--- src/pkg/sld_pkg.sv ---
// Package of constants for the supply level detector control block
package sld_pkg;
   // Register byte offsets on the AHB-Lite bus
   localparam logic [7:0] SLD_CTRL_OFFSET = 8'h00;
   localparam logic [7:0] SLD_STAT_OFFSET = 8'h04;
   // Control register field positions
   localparam int SLD_CTRL_RANGE_BIT = 3;
   localparam int SLD_CTRL_TRIM_LSB = 0;
   localparam int SLD_TRIM_WIDTH = 3;
   // Status register field positions
   localparam int SLD_STAT_EN_BIT = 0;
   localparam int SLD_STAT_VALID_BIT = 1;
   localparam int SLD_STAT_BELOW_BIT = 2;
   // Reset values
   localparam logic [7:0] SLD_CTRL_RESET = 8'h00;
   localparam logic [7:0] SLD_STAT_RESET = 8'h00;
   // Settling interval
   localparam int SLD_CLK_MHZ = 100;
   localparam int SLD_SETTLE_US = 2000;
   localparam int SLD_SETTLE_CYCLES = SLD_SETTLE_US * SLD_CLK_MHZ;
   // HTRANS codes
   localparam logic [1:0] SLD_HTRANS_NONSEQ = 2'h2;
   // Detector sequencing states
   typedef enum logic [2:0] {
      SLD_OFF = 3'h1,
      SLD_SETTLE = 3'h2,
      SLD_VALID = 3'h4
   } sld_state_e;
endpackage

--- src/design/sld_edge_det.sv ---
// Rising edge detector with enable qualifier
`timescale 1ns/10ps
`default_nettype none
module sld_edge_det (
   input wire logic clk_in,
   input wire logic resetn_in,
   input wire logic arm_in,
   input wire logic level_in,
   output logic rise_out
);
   logic prev_ff;

   // Remember the last level; cleared while not armed so a high level on arming counts
   always_ff @(posedge clk_in or negedge resetn_in) begin
      if (!resetn_in) begin
         prev_ff <= 1'b0;
      end else if (!arm_in) begin
         prev_ff <= 1'b0;
      end else begin
         prev_ff <= level_in;
      end
   end

   // Pulse on a zero to one step
   assign rise_out = arm_in && level_in && !prev_ff;
endmodule
`default_nettype wire

--- src/design/sld_ctrl.sv ---
// Supply level detector control and status block with AHB-Lite slave
// Function
// - Enable bit turns detector on or off
// - Valid flag set after 2 ms settling
// - Interrupt while valid and enabled on low
// - One request per rising below-threshold edge
// - Status bit 2 reads below-threshold result
// - Status bit 1 reads valid flag
// - Control bit 3 range select, reset zero
// - Control bits 2-0 trim code, reset zero
`timescale 1ns/10ps
`default_nettype none
module sld_ctrl
   import sld_pkg::*;
#(
   parameter int SETTLE_CYCLES = SLD_SETTLE_CYCLES
) (
   input wire logic clk_in,
   input wire logic resetn_in,
   input wire logic hsel_in,
   input wire logic [31:0] haddr_in,
   input wire logic [1:0] htrans_in,
   input wire logic hwrite_in,
   input wire logic [2:0] hsize_in,
   input wire logic [31:0] hwdata_in,
   input wire logic hready_in,
   output logic [31:0] hrdata_out,
   output logic hreadyout_out,
   output logic hresp_out,
   input wire logic comparator_below_in,
   output logic detector_enable_out,
   output logic threshold_range_sel_out,
   output logic [2:0] threshold_trim_code_out,
   output logic low_supply_irq_out
);
   logic [7:0] ctrl_ff;
   logic detector_enable_ff;
   logic result_valid_flag_ff;
   logic below_threshold_flag_ff;
   logic wr_pend_ff;
   logic [7:0] wr_addr_ff;
   logic [31:0] hrdata_ff;
   logic [31:0] cnt_ff;
   sld_state_e state_ff;
   sld_state_e nxt_state;
   logic addr_phase;
   logic rise;
   logic [7:0] nxt_ctrl;
   logic nxt_detector_enable;

   // Accept a transfer when selected, active and the bus is ready
   assign addr_phase = hsel_in && hready_in && htrans_in[1];
   // The slave never waits and always answers OKAY; every register is a flop
   // behind a short decode, so no access ever needs a wait state
   assign hreadyout_out = 1'b1;
   assign hresp_out = 1'b0;

   // Latch write address for the data phase
   always_ff @(posedge clk_in or negedge resetn_in) begin
      if (!resetn_in) begin
         wr_pend_ff <= 1'b0;
         wr_addr_ff <= 8'h00;
      end else begin
         wr_pend_ff <= addr_phase && hwrite_in;
         wr_addr_ff <= haddr_in[7:0];
      end
   end

   // Register values as they stand once a pending write lands. A read taken in
   // the data phase of a write to the same register sees the new value, so
   // back-to-back transfers never return stale data.
   always_comb begin
      nxt_ctrl = ctrl_ff;
      nxt_detector_enable = detector_enable_ff;
      if (wr_pend_ff && wr_addr_ff == SLD_CTRL_OFFSET) begin
         nxt_ctrl = {4'h0, hwdata_in[3:0]};
      end else if (wr_pend_ff && wr_addr_ff == SLD_STAT_OFFSET) begin
         nxt_detector_enable = hwdata_in[SLD_STAT_EN_BIT];
      end
   end

   // Read data registered at the address phase; unmapped reads give zero
   always_ff @(posedge clk_in or negedge resetn_in) begin
      if (!resetn_in) begin
         hrdata_ff <= 32'h00000000;
      end else if (addr_phase && !hwrite_in) begin
         if (haddr_in[7:0] == SLD_CTRL_OFFSET) begin
            hrdata_ff <= {24'h000000, nxt_ctrl};
         end else if (haddr_in[7:0] == SLD_STAT_OFFSET) begin
            hrdata_ff <= {29'h00000000, below_threshold_flag_ff,
                          result_valid_flag_ff, nxt_detector_enable};
         end else begin
            hrdata_ff <= 32'h00000000;
         end
      end
   end
   assign hrdata_out = hrdata_ff;

   // Control register: only range and trim bits are stored, the rest reads zero
   always_ff @(posedge clk_in or negedge resetn_in) begin
      if (!resetn_in) begin
         ctrl_ff <= SLD_CTRL_RESET;
      end else begin
         ctrl_ff <= nxt_ctrl;
      end
   end
   assign threshold_range_sel_out = ctrl_ff[SLD_CTRL_RANGE_BIT];
   assign threshold_trim_code_out = ctrl_ff[SLD_TRIM_WIDTH-1:SLD_CTRL_TRIM_LSB];

   // Enable bit in the status register, written by software; the valid and
   // result bits of the same register are read-only and ignore the write
   always_ff @(posedge clk_in or negedge resetn_in) begin
      if (!resetn_in) begin
         detector_enable_ff <= 1'b0;
      end else begin
         detector_enable_ff <= nxt_detector_enable;
      end
   end
   assign detector_enable_out = detector_enable_ff;

   // Sequencing: off, settling, valid
   always_comb begin
      nxt_state = state_ff;
      case (state_ff)
         SLD_OFF: begin
            if (detector_enable_ff) begin
               nxt_state = SLD_SETTLE;
            end
         end
         SLD_SETTLE: begin
            if (!detector_enable_ff) begin
               nxt_state = SLD_OFF;
            end else if (cnt_ff == 32'(SETTLE_CYCLES - 1)) begin
               nxt_state = SLD_VALID;
            end
         end
         SLD_VALID: begin
            if (!detector_enable_ff) begin
               nxt_state = SLD_OFF;
            end
         end
         default: begin
            nxt_state = SLD_OFF;
         end
      endcase
   end

   // State register
   always_ff @(posedge clk_in or negedge resetn_in) begin
      if (!resetn_in) begin
         state_ff <= SLD_OFF;
      end else begin
         state_ff <= nxt_state;
      end
   end

   // Settling counter, restarted on each entry to settling; 32 bits cover the
   // whole settling span at any realistic system clock
   always_ff @(posedge clk_in or negedge resetn_in) begin
      if (!resetn_in) begin
         cnt_ff <= 32'h00000000;
      end else if (state_ff == SLD_SETTLE) begin
         cnt_ff <= cnt_ff + 32'h00000001;
      end else begin
         cnt_ff <= 32'h00000000;
      end
   end

   // Valid flag follows the state
   always_ff @(posedge clk_in or negedge resetn_in) begin
      if (!resetn_in) begin
         result_valid_flag_ff <= 1'b0;
      end else begin
         result_valid_flag_ff <= (nxt_state == SLD_VALID);
      end
   end

   // Result sampled only while enabled; cleared when off
   always_ff @(posedge clk_in or negedge resetn_in) begin
      if (!resetn_in) begin
         below_threshold_flag_ff <= 1'b0;
      end else if (detector_enable_ff) begin
         below_threshold_flag_ff <= comparator_below_in;
      end else begin
         below_threshold_flag_ff <= 1'b0;
      end
   end

   // Rising edge of the result, armed only while valid
   sld_edge_det u_edge (
      .clk_in(clk_in),
      .resetn_in(resetn_in),
      .arm_in(result_valid_flag_ff && detector_enable_ff),
      .level_in(below_threshold_flag_ff),
      .rise_out(rise)
   );

   // One-cycle request pulse, registered
   always_ff @(posedge clk_in or negedge resetn_in) begin
      if (!resetn_in) begin
         low_supply_irq_out <= 1'b0;
      end else begin
         low_supply_irq_out <= rise;
      end
   end
endmodule
`default_nettype wire

--- config.mk ---
export PLATFORM = sky130hd
export DESIGN_NAME = sld_ctrl
export DESIGN_NICKNAME = d
export VERILOG_FILES = /design/src/pkg/sld_pkg.sv /design/src/design/sld_edge_det.sv /design/src/design/sld_ctrl.sv
export SDC_FILE = /design/constraint.sdc
export NUM_CORES = 1
export LEC_CHECK = 0
export ABC_AREA = 1
export BUFFER_PORTS_ARGS = -buffer_cell sky130_fd_sc_hd__buf_2
export CORE_AREA = 5 5 121 77
export CTS_CLUSTER_DIAMETER = 150
export CTS_CLUSTER_SIZE = 10
export DETAILED_ROUTE_END_ITERATION = 16
export DIE_AREA = 0 0 126 82
export GPL_TIMING_DRIVEN = 0
export PLACE_DENSITY = 0.75
export REMOVE_ABC_BUFFERS = 1
export SLEW_MARGIN = 20
export SYNTH_ARGS = -nofsm -noshare
export SYNTH_HDL_FRONTEND = slang
export SYNTH_SLANG_ARGS = --single-unit
--- constraint.sdc ---
create_clock -name clk_in -period 1.85 [get_ports clk_in]
set_clock_uncertainty 0.15 [all_clocks]
set_input_delay 0.185 -clock clk_in [delete_from_list [all_inputs] [get_ports clk_in]]
set_output_delay 0.185 -clock clk_in [all_outputs]
set_load 0.05 [all_outputs]
==> results by group, run 1 <==
Setup path
  • Arrival time worst endpoint: 1790 ps
  • Cell breakdown of the critical path: ha_2, nand2_2, nor2_4, nand2_2, nor2_4, nand3b_1, nor2_1, nor2_1
  • Largest stage delay on the critical path: 370 ps
  • Crit path max fanout: 4
  • WS Path Type: register to register
  • Critical Path Start Type: register
  • CP max stage cell: dfrtp_1
  • Critical path endpoint category: register
  • Worst EP required: 1920 ps
  • R2R setup slack: 120 ps

STA
  • Setup TNS: 0 ps
  • Setup Viol. Count Final: 0
  • Max Fclk: 579.6 MHz
  • Fin. max-slew vios: 0
  • Hold_ws: 67.26 ps
  • Part of the cycle the worst path needs: 93.27%
  • Hold Fails Final Rpt: 0
  • Post-route minimum period: 1725 ps

Placement
  • HPWL Detailed: 5969 µm
  • Cell area after placement: 3714 µm²
  • Placer Congestion: 0.9475
  • Port bufs: 32

Floorplan
  • Ports: 115
  • Die ar.: 10330 µm²
  • Initial Utilization: 43.04%
  • Die Height: 82 µm
  • FP Rows: 26
  • Die width: 126 µm
  • CORE AREA: 8198 µm²

Layout
  • Design Area, Final: 4232 µm²
  • Share of cells above drive strength 1: 13.11%
  • Final #Nets: 620
  • Antenna diode count: 0
  • Register area: 1628 µm²
  • Post-layout util: 51.62%
  • Fillers: 764
  • Layout area overhead: 19.93%
  • Multi-input logic area: 1554 µm²

Synthesis
  • Most frequent cell after synthesis: nand2_1
  • Area of the mapped netlist: 3528 µm²
  • Distinct cells, synth: 28
  • Simple-gate share of the synthesized area: 35.35%
  • Post-synthesis compound-gate area fraction: 3.333%
  • Post-synth top cells: nand2_1, nor2_1, dfrtp_1
  • Seq cells post-synth: 65
  • Yosys top cell by area: dfrtp_1
  • Ys Warns: 0
  • Adder-Cell Fraction of Synth Area: 0.3546%
  • Post-synth EDFFs: 0
  • Synth area leaders: dfrtp_1, nand2_1, nor2_1
  • Mux cell area share after synthesis: 0%
  • Post-synth top flop: dfrtp_1
  • Async S/R FF share, synth: 100.0%
  • Seq/Total Area, Yosys: 46.13%
  • Combinational family with the most area after synthesis: simple AND/OR/NAND/NOR gates
  • Area share of the largest cell type after synthesis: 45.39%
  • Gate Count Post-Synth: 491
  • XOR/XNOR share of the synthesized area: 1.241%
  • Syn Area/Cell: 7.186 µm²

Power
  • Sw Ratio: 24.02%
  • Clock power frac: 50.5%
  • Switching power: 0.8106 mW
  • Internal power: 2.565 mW
  • VDD IR max: 0.0004456 V
  • Power, Total: 3.375 mW
  • Logic pwr share: 6.9%
  • LEAKAGE: 1.994 nW
  • Pwr Density: 797.7 nW/µm²
  • Power share of the sequential group: 42.7%

GRT
  • Total grt overflow: 0
  • First-pass GRT wire length: 13420 µm
  • Initial antenna violation count: 0
  • Largest net degree at the start of global routing: 48
  • Number of global-route vias before repair: 2793
  • Total track usage: 16.46%

Detailed routing
  • Drt total wl: 8115 µm
  • Vias: 3128
  • Router iterations before antenna repair: 5
  • Via/cell ratio: 4.732
  • DRC: 0
  • Detail Route Antenna Nets: 0
  • Routed WL per cell: 12.28 µm
  • Initial DRC count: 316

Clock tree
  • TritonCTS Sinks: 65
  • CTS tree: yes
  • Clock buffer depth: 2
  • Clk slew on worst S/H paths: 60 ps
  • H-tree depth: 3
  • Root Buffer: clkbuf_16
  • Skew-Pair Late Insertion Delay: 330 ps
  • TritonCTS Buffers: 9

Status
  • Status: complete, no violations

Job
  • Max cap viols: 0

Min path
  • Worst min-delay path class: input port to register
## worst paths after layout
kind / start / end / cells after the start
max: cnt_ff[1] / cnt_ff[22] / 8
min: hwdata_in[0] / detector_enable_out / 4
max reg2reg: cnt_ff[1] / cnt_ff[22] / 8
min reg2reg: u_edge.prev_ff / low_supply_irq_out / 1
max in group asynchronous: resetn_in / state_ff[0] / 3
min in group asynchronous: resetn_in / cnt_ff[16] / 2
## cell families (layout without fill, tap and decap cells)
logic type | after synthesis | in the layout
and+or+nand+nor | 302 | 302
adders and majority gates | 1 | 1
other | 2 | 26
DFF | 65 | 65
xor gates and xnor gates | 5 | 5
AOI/OAI and AO/OA | 20 | 20
buffers and inverters | 96 | 130
## critical path: cells and delay by family (launching register included)
kind	cells	cell delay (ps)
fa+ha+maj	1	240
flops	1	370
simple gates	7	860
## through the flow
step,cells,setup WS [ps]
floorplan,482,128.7
global placement,626,-373.7
detailed placement,627,-459.0
CTS,660,18.10
global route,661,-27.11
finish,661,124.6
## cell type report
cell class | count | area share [%]
Clock buffer | 10 | 5.648
Timing Repair Buffer | 51 | 8.575
Inverter | 63 | 5.677
Clock inverter | 6 | 1.597
Tap cell | 112 | 3.312
Sequential cell | 65 | 38.47
Multi-Input combinational cell | 354 | 36.72
## timing repair
item,4_1_cts,5_1_grt
resized for setup,2,7
endpoints found under the hold margin,79,0
setup endpoints to repair,15,19
setup buffers,2,1
hold buffers,15,0
## cells in the final DEF, fill, tap and decap left out, types with 9 or more instances in the layout
| cell type | Yosys | final |
|---|---|---|
| nand2_1 | 140 | 140 |
| dlygate4sd3_1 | 0 | 15 |
| dfrtp_1 | 64 | 64 |
| buf_2 | 2 | 31 |
| nand3_1 | 28 | 27 |
| conb_1 | 2 | 26 |
| clkbuf_16 | 0 | 9 |
| inv_1 | 61 | 60 |
| nor2_1 | 107 | 105 |
## power groups by stage
stage                     registers [mW]  logic [mW]  clock network [mW]
final                               1.44       0.232                1.70
after detailed placement            1.46       0.208                   0
after global placement              1.46       0.198                   0
after CTS                           1.44       0.232                1.73
after floorplan                     1.47       0.134                   0
after global routing                1.44       0.250                1.81
## routing by layer
layer	global-route usage [%]	vias to the layer above	share of wire, %
li1	-	1543	-
met1	23.88	1459	47
met2	24.44	114	44
met3	3.509	12	7.8
met4	5.782	0	1.9
met5	0	-	0
## registers in the layout, indices dropped and copies added (netlist names)
name / count
cnt_ff: 32
ctrl_ff: 8
hrdata_out: 8
wr_addr_ff: 8
state_ff: 3
below_threshold_flag_ff: 1
detector_enable_out: 1
low_supply_irq_out: 1
result_valid_flag_ff: 1
u_edge.prev_ff: 1
wr_pend_ff: 1
(Power assumes the default switching activity.)
==> run 2, diff against run 1 <==
--- a/config.mk
+++ b/config.mk
@@ -7,13 +7,14 @@
 export LEC_CHECK = 0
 export ABC_AREA = 1
 export BUFFER_PORTS_ARGS = -buffer_cell sky130_fd_sc_hd__buf_2
-export CORE_AREA = 5 5 121 77
+export CORE_AREA = 5 5 114 73
 export CTS_CLUSTER_DIAMETER = 150
 export CTS_CLUSTER_SIZE = 10
 export DETAILED_ROUTE_END_ITERATION = 16
-export DIE_AREA = 0 0 126 82
+export DIE_AREA = 0 0 119 78
 export GPL_TIMING_DRIVEN = 0
-export PLACE_DENSITY = 0.75
+export HOLD_SLACK_MARGIN = 0.03
+export PLACE_DENSITY = 0.79
 export REMOVE_ABC_BUFFERS = 1
 export SLEW_MARGIN = 20
 export SYNTH_ARGS = -nofsm -noshare
==> results by group, run 2 (synthesis results as in run 1) <==
GRT
  • First-pass GRT wire length: 13980 µm (+4.2%)
  • Total grt overflow: 0 (unchanged)
  • Total track usage: 19.25% (+2.8 points)
  • Largest net degree at the start of global routing: 56 (+17%)
  • Number of global-route vias before repair: 2823 (+1.1%)
  • Initial antenna violation count: 0 (unchanged)

Clock tree
  • Skew-Pair Late Insertion Delay: 330 ps (about the same)
  • Clock buffer depth: 2 (unchanged)
  • H-tree depth: 3 (unchanged)
  • Clk slew on worst S/H paths: 60 ps (about the same)
  • CTS tree: yes
  • TritonCTS Sinks: 65 (unchanged)
  • Root Buffer: clkbuf_16
  • TritonCTS Buffers: 9 (unchanged)

STA
  • Part of the cycle the worst path needs: 93.07% (-0.20 points)
  • Setup WS post-layout: 128.2 ps (+3.626 ps)
  • Post-route minimum period: 1722 ps (-3.626 ps)
  • Setup Viol. Count Final: 0 (unchanged)
  • RSZ-0062 raised after global routing: no
  • Max Fclk: 580.8 MHz (+0.21%)
  • Hold Fails Final Rpt: 0 (unchanged)
  • Fin. max-slew vios: 0 (unchanged)

Setup path
  • Arrival time worst endpoint: 1780 ps (about the same)
  • Critical path endpoint category: register
  • Critical Path Start Type: register
  • Worst EP required: 1910 ps (about the same)
  • Crit path max fanout: 22 (+18)
  • WS Path Type: register to register

Floorplan
  • CORE AREA: 7087 µm² (-14%)
  • Die ar.: 9282 µm² (-10%)
  • Die Height: 78 µm (-4.9%)
  • Die width: 119 µm (-5.6%)
  • Initial Utilization: 49.79% (+6.7 points)
  • FP Rows: 24 (-7.7%)
  • Ports: 115 (unchanged)

Status
  • Status: complete, no violations

Power
  • LEAKAGE: 1.993 nW (about the same)
  • Pwr Density: 799.6 nW/µm² (+0.24%)
  • Sw Ratio: 24.63% (+0.62 points)
  • VDD IR max: 0.0003893 V (-13%)
  • Logic pwr share: 6.9% (about the same)
  • Switching power: 0.8273 mW (+2.1%)
  • Internal power: 2.531 mW (-1.3%)
  • Clock power frac: 50.2% (-0.3 points)
  • Power share of the sequential group: 42.9% (+0.2 points)

Layout
  • Largest register by flop count: cnt_ff
  • Most frequent cells in the layout: nand2_1, nor2_1, dfrtp_1, inv_1, buf_2
  • Share of cells above drive strength 1: 13.09% (-0.024 points)
  • Max reg flops: 32 (unchanged)
  • Layout area overhead: 19.04%
  • Final #Nets: 621 (+0.16%)
  • Commonest non-fill, non-tap cell in the layout: nand2_1
  • Post-layout util: 59.27% (+7.7 points)
  • Antenna diode count: 0 (unchanged)

Detailed routing
  • Vias: 3074 (-1.7%)
  • DRC: 0 (unchanged)
  • Router iterations before antenna repair: 5 (unchanged)
  • Initial DRC count: 271 (-14%)
  • Drt total wl: 8548 µm (+5.3%)
  • Via/cell ratio: 4.796 (+1.3%)
  • Detail Route Antenna Nets: 0 (unchanged)
  • Routed WL per cell: 13.34 µm (+8.6%)

Placement
  • HPWL Detailed: 6242 µm (+4.6%)
  • Placer Congestion: 0.9560 (+0.90%)
  • Post-place setup slack: -495.9 ps (-36.93 ps)
  • Port bufs: 32 (unchanged)

Job
  • Max cap viols: 0 (unchanged)

Min path
  • Worst min-delay path class: input port to asynchronous set/reset pin
run 2: layout make-up:
class	count	area [µm²]
multi-input cells	354	1551
flip-flops and latches	65	1628
clock inverters	6	67.56
repair buffers	52	370.4
clock buffers	10	229.0
well taps	91	113.9
inverters	63	240.2
fillers	621	2887
run 2: critical path, stage by stage, from the launching register on:
cell,delay [ps]
dfstp_2,530
inv_1,90
nand3_4,240
clkinvlp_4,230
buf_4,200
o21ai_0,80
a21oi_1,70
run 2: through the flow:
stage                     hold slack [ps]  setup TNS (ps)  power, mW  cell area [µm²]  cells
after CTS                           91.46               0      3.378             4173    640
after floorplan                    -260.6               0      1.604             3383    482
after detailed placement           -108.8           -5851      1.673             3687    606
final                               94.52               0      3.359             4200    641
after global placement              165.2           -5881      1.661             3657    605
after global routing                103.1               0      3.476             4200    641
run 2: final timing paths:
| path | cells after the start | start | slack, ps | to |
|---|---|---|---|---|
| min reg2reg | 1 | u_edge.prev_ff | 270 | low_supply_irq_out |
| max | 6 | state_ff[0] | 130 | cnt_ff[3] |
| max in group asynchronous | 3 | resetn_in | 900 | state_ff[0] |
| max reg2reg | 6 | state_ff[0] | 130 | cnt_ff[3] |
| min in group clk_in | 4 | hwdata_in[0] | 100 | detector_enable_out |
| min | 2 | resetn_in | 90 | cnt_ff[18] |
run 2: power groups by stage:
stage / registers (mW) / logic (mW) / clock network (mW)
after floorplan: 1.47 / 0.134 / 0
after global placement: 1.46 / 0.197 / 0
after detailed placement: 1.47 / 0.207 / 0
after CTS: 1.44 / 0.232 / 1.71
after global routing: 1.44 / 0.251 / 1.78
final: 1.44 / 0.233 / 1.68
run 2: metal layers:
metal  part of all wire [%]  routed length, µm  GRT usage [%]  vias up
li1                       -                  -              -     1545
met1                     46               3911          27.23     1429
met2                     45               3855          28.79       91
met3                    8.1                695          6.177        9
met4                   0.99                 85          4.624        0
met5                      0                  0              0        -
run 2: what timing repair did:
action | 4_1_cts | 5_1_grt
setup endpoints to repair | 15 | 11
hold buffers | 15 | 0
hold endpoints to repair | 80 | 0
resized for setup | 3 | 5
buffers inserted | 3 | 1
==> run 3, diff against run 2 <==
--- a/config.mk
+++ b/config.mk
@@ -15,7 +15,6 @@
 export GPL_TIMING_DRIVEN = 0
 export HOLD_SLACK_MARGIN = 0.03
 export PLACE_DENSITY = 0.79
-export REMOVE_ABC_BUFFERS = 1
 export SLEW_MARGIN = 20
 export SYNTH_ARGS = -nofsm -noshare
 export SYNTH_HDL_FRONTEND = slang
==> results by group, run 3 (synthesis results as in run 1) <==
Status
  • Status: complete, no violations

STA
  • Hold Fails Final Rpt: 0 (unchanged)
  • Post-route minimum period: 1767 ps (+45.30 ps)
  • RSZ-0062 raised after global routing: no
  • Setup Viol. Count Final: 0 (unchanged)
  • Max Fclk: 565.9 MHz (-2.6%)
  • Setup TNS: 0 ps (unchanged)
  • Part of the cycle the worst path needs: 95.52% (+2.4 points)
  • Fin. max-slew vios: 0 (unchanged)
  • Setup WS post-layout: 82.91 ps (-45.30 ps)

Layout
  • Layout area overhead: 26.52%
  • Post-layout util: 62.99% (+3.7 points)
  • Post-Layout Cell Count: 672 (+4.8%)
  • Share of cells above drive strength 1: 17.21% (+4.1 points)
  • Antenna diode count: 0 (unchanged)
  • Fillers: 616 (-0.81%)
  • Commonest non-fill, non-tap cell in the layout: nand2_1
  • Max reg flops: 32 (unchanged)
  • Final #Nets: 652 (+5.0%)
  • Most frequent cells in the layout: nand2_1, nor2_1, dfrtp_1, inv_1, buf_2
  • Largest register by flop count: cnt_ff

GRT
  • Initial antenna violation count: 0 (unchanged)
  • Grt met3 use: 4.360% (-1.8 points)
  • Largest net degree at the start of global routing: 58 (+3.6%)
  • Number of global-route vias before repair: 2879 (+2.0%)
  • Total grt overflow: 0 (unchanged)
  • First-pass GRT wire length: 13680 µm (-2.2%)
  • Total track usage: 18.23% (-1.0 points)
  • GR Util met1: 27.64% (+0.41 points)
  • Met2 Use GR: 25.86% (-2.9 points)
  • Grt peak-use layer: met1

Setup path
  • CP max stage cell: dfrtp_1
  • WS Path Type: register to register
  • Arrival time worst endpoint: 1870 ps (+90 ps)
  • Critical path endpoint category: register
  • Worst EP required: 1950 ps (+40 ps)
  • Critical Path Start Type: register
  • Cell breakdown of the critical path: ha_2, nand2_2, nor2_4, nand2_2, nor2_4, nand3b_1, nand2_1, nand2_1, nor2_1
  • Largest stage delay on the critical path: 410 ps (-120 ps)
  • R2R depth: 9 (+3)
  • Crit path max fanout: 4 (-82%)

Placement
  • Post-place setup slack: 13.09 ps (+509.0 ps)
  • Placer Congestion: 0.9749 (+2.0%)
  • HPWL Detailed: 6217 µm (-0.40%)
  • Dpl cells: 639 (+5.4%)
  • Port bufs: 32 (unchanged)

Floorplan
  • CORE AREA: 7087 µm² (unchanged)
  • Initial Utilization: 49.79% (unchanged)
  • Die Height: 78 µm (unchanged)
  • Ports: 115 (unchanged)
  • Die ar.: 9282 µm² (unchanged)
  • FP Rows: 24 (unchanged)
  • Die width: 119 µm (unchanged)

Detailed routing
  • Vias: 3114 (+1.3%)
  • Routed WL per cell: 12.10 µm (-9.3%)
  • DRC: 0 (unchanged)
  • Via/cell ratio: 4.634 (-3.4%)
  • Drt total wl: 8131 µm (-4.9%)
  • Detail Route Antenna Nets: 0 (unchanged)
  • Router iterations before antenna repair: 5 (unchanged)
  • Initial DRC count: 221 (-18%)

Power
  • Pwr Density: 836.6 nW/µm² (+4.6%)
  • LEAKAGE: 2.195 nW (+10%)
  • VDD IR max: 0.0008865 V (+130%)
  • Switching power: 0.7852 mW (-5.1%)
  • Clock power frac: 54.0% (+3.8 points)
  • Power, Total: 3.735 mW (+11%)
  • Internal power: 2.950 mW (+17%)
  • Sw Ratio: 21.02% (-3.6 points)
  • Logic pwr share: 7.4% (+0.5 points)
  • Power share of the sequential group: 38.6% (-4.3 points)

Clock tree
  • Clock buffer depth: 2 (unchanged)
  • H-tree depth: 3 (unchanged)
  • CTS tree: yes
  • Skew-Pair Late Insertion Delay: 320 ps (about the same)
  • TritonCTS Buffers: 9 (unchanged)
  • Clk slew on worst S/H paths: 50 ps (about the same)
  • TritonCTS Sinks: 65 (unchanged)
  • Root Buffer: clkbuf_16

Job
  • Max cap viols: 0 (unchanged)

Min path
  • Worst min-delay path class: input port to register
  • Hold path depth: 4
-- run 3: critical path, delay by kind of cell (launching register included) --
kind,cells,cell delay [ps]
fa+ha+maj,1,250
flops,1,410
simple gates,8,900
-- run 3: what timing repair did --
action | in CTS | in global routing
gates resized for setup | 0 | 4
setup buffers | 0 | 2
hold buffers | 15 | 0
hold endpoints to repair | 80 | 0
endpoints found under the setup margin | 0 | 7
-- run 3: power by group through the flow --
stage,Combinational (mW),Clock [mW],Sequential (mW)
2_1_floorplan,0.182,0,1.47
3_3_place_gp,0.242,0,1.46
3_5_place_dp,0.252,0,1.47
4_1_cts,0.276,2.06,1.44
5_1_grt,0.301,2.11,1.44
6_report,0.277,2.02,1.44
-- run 3: layout make-up --
cell class | count | area (µm²) | area share, %
Sequential cell | 65 | 1628 | 36.46
Clock buffer | 12 | 266.5 | 5.970
Tap cell | 91 | 113.9 | 2.550
Timing Repair Buffer | 50 | 355.3 | 7.960
Clock inverter | 4 | 97.59 | 2.186
Buffer | 33 | 235.2 | 5.269
Multi-Input combinational cell | 354 | 1531 | 34.30
Inverter | 63 | 236.5 | 5.297
-- run 3: per-layer routing --
layer | share of wire (%) | vias to the layer above | routed length [µm]
li1 | - | 1604 | -
met1 | 49 | 1390 | 4009
met2 | 41 | 114 | 3317
met3 | 9.0 | 6 | 728
met4 | 0.93 | 0 | 76
met5 | 0 | - | 0
-- run 3: metrics by stage --
stage | cell area (µm²) | hold slack (ps)
final | 4464 | 82.05
after global placement | 3892 | 169.6
after detailed placement | 3923 | -121.5
after floorplan | 3618 | -260.6
after CTS | 4437 | 71.55
after global routing | 4464 | 109.6
-- run 3: final timing paths --
check	from	to	slack, ps
worst max-delay path	cnt_ff[0]	cnt_ff[22]	80
worst min-delay path	hwdata_in[0]	detector_enable_out	80
worst max register to register	cnt_ff[0]	cnt_ff[22]	80
worst min register to register	u_edge.prev_ff	low_supply_irq_out	250
max in group asynchronous	resetn_in	state_ff[0]	910
min in group asynchronous	resetn_in	cnt_ff[19]	100
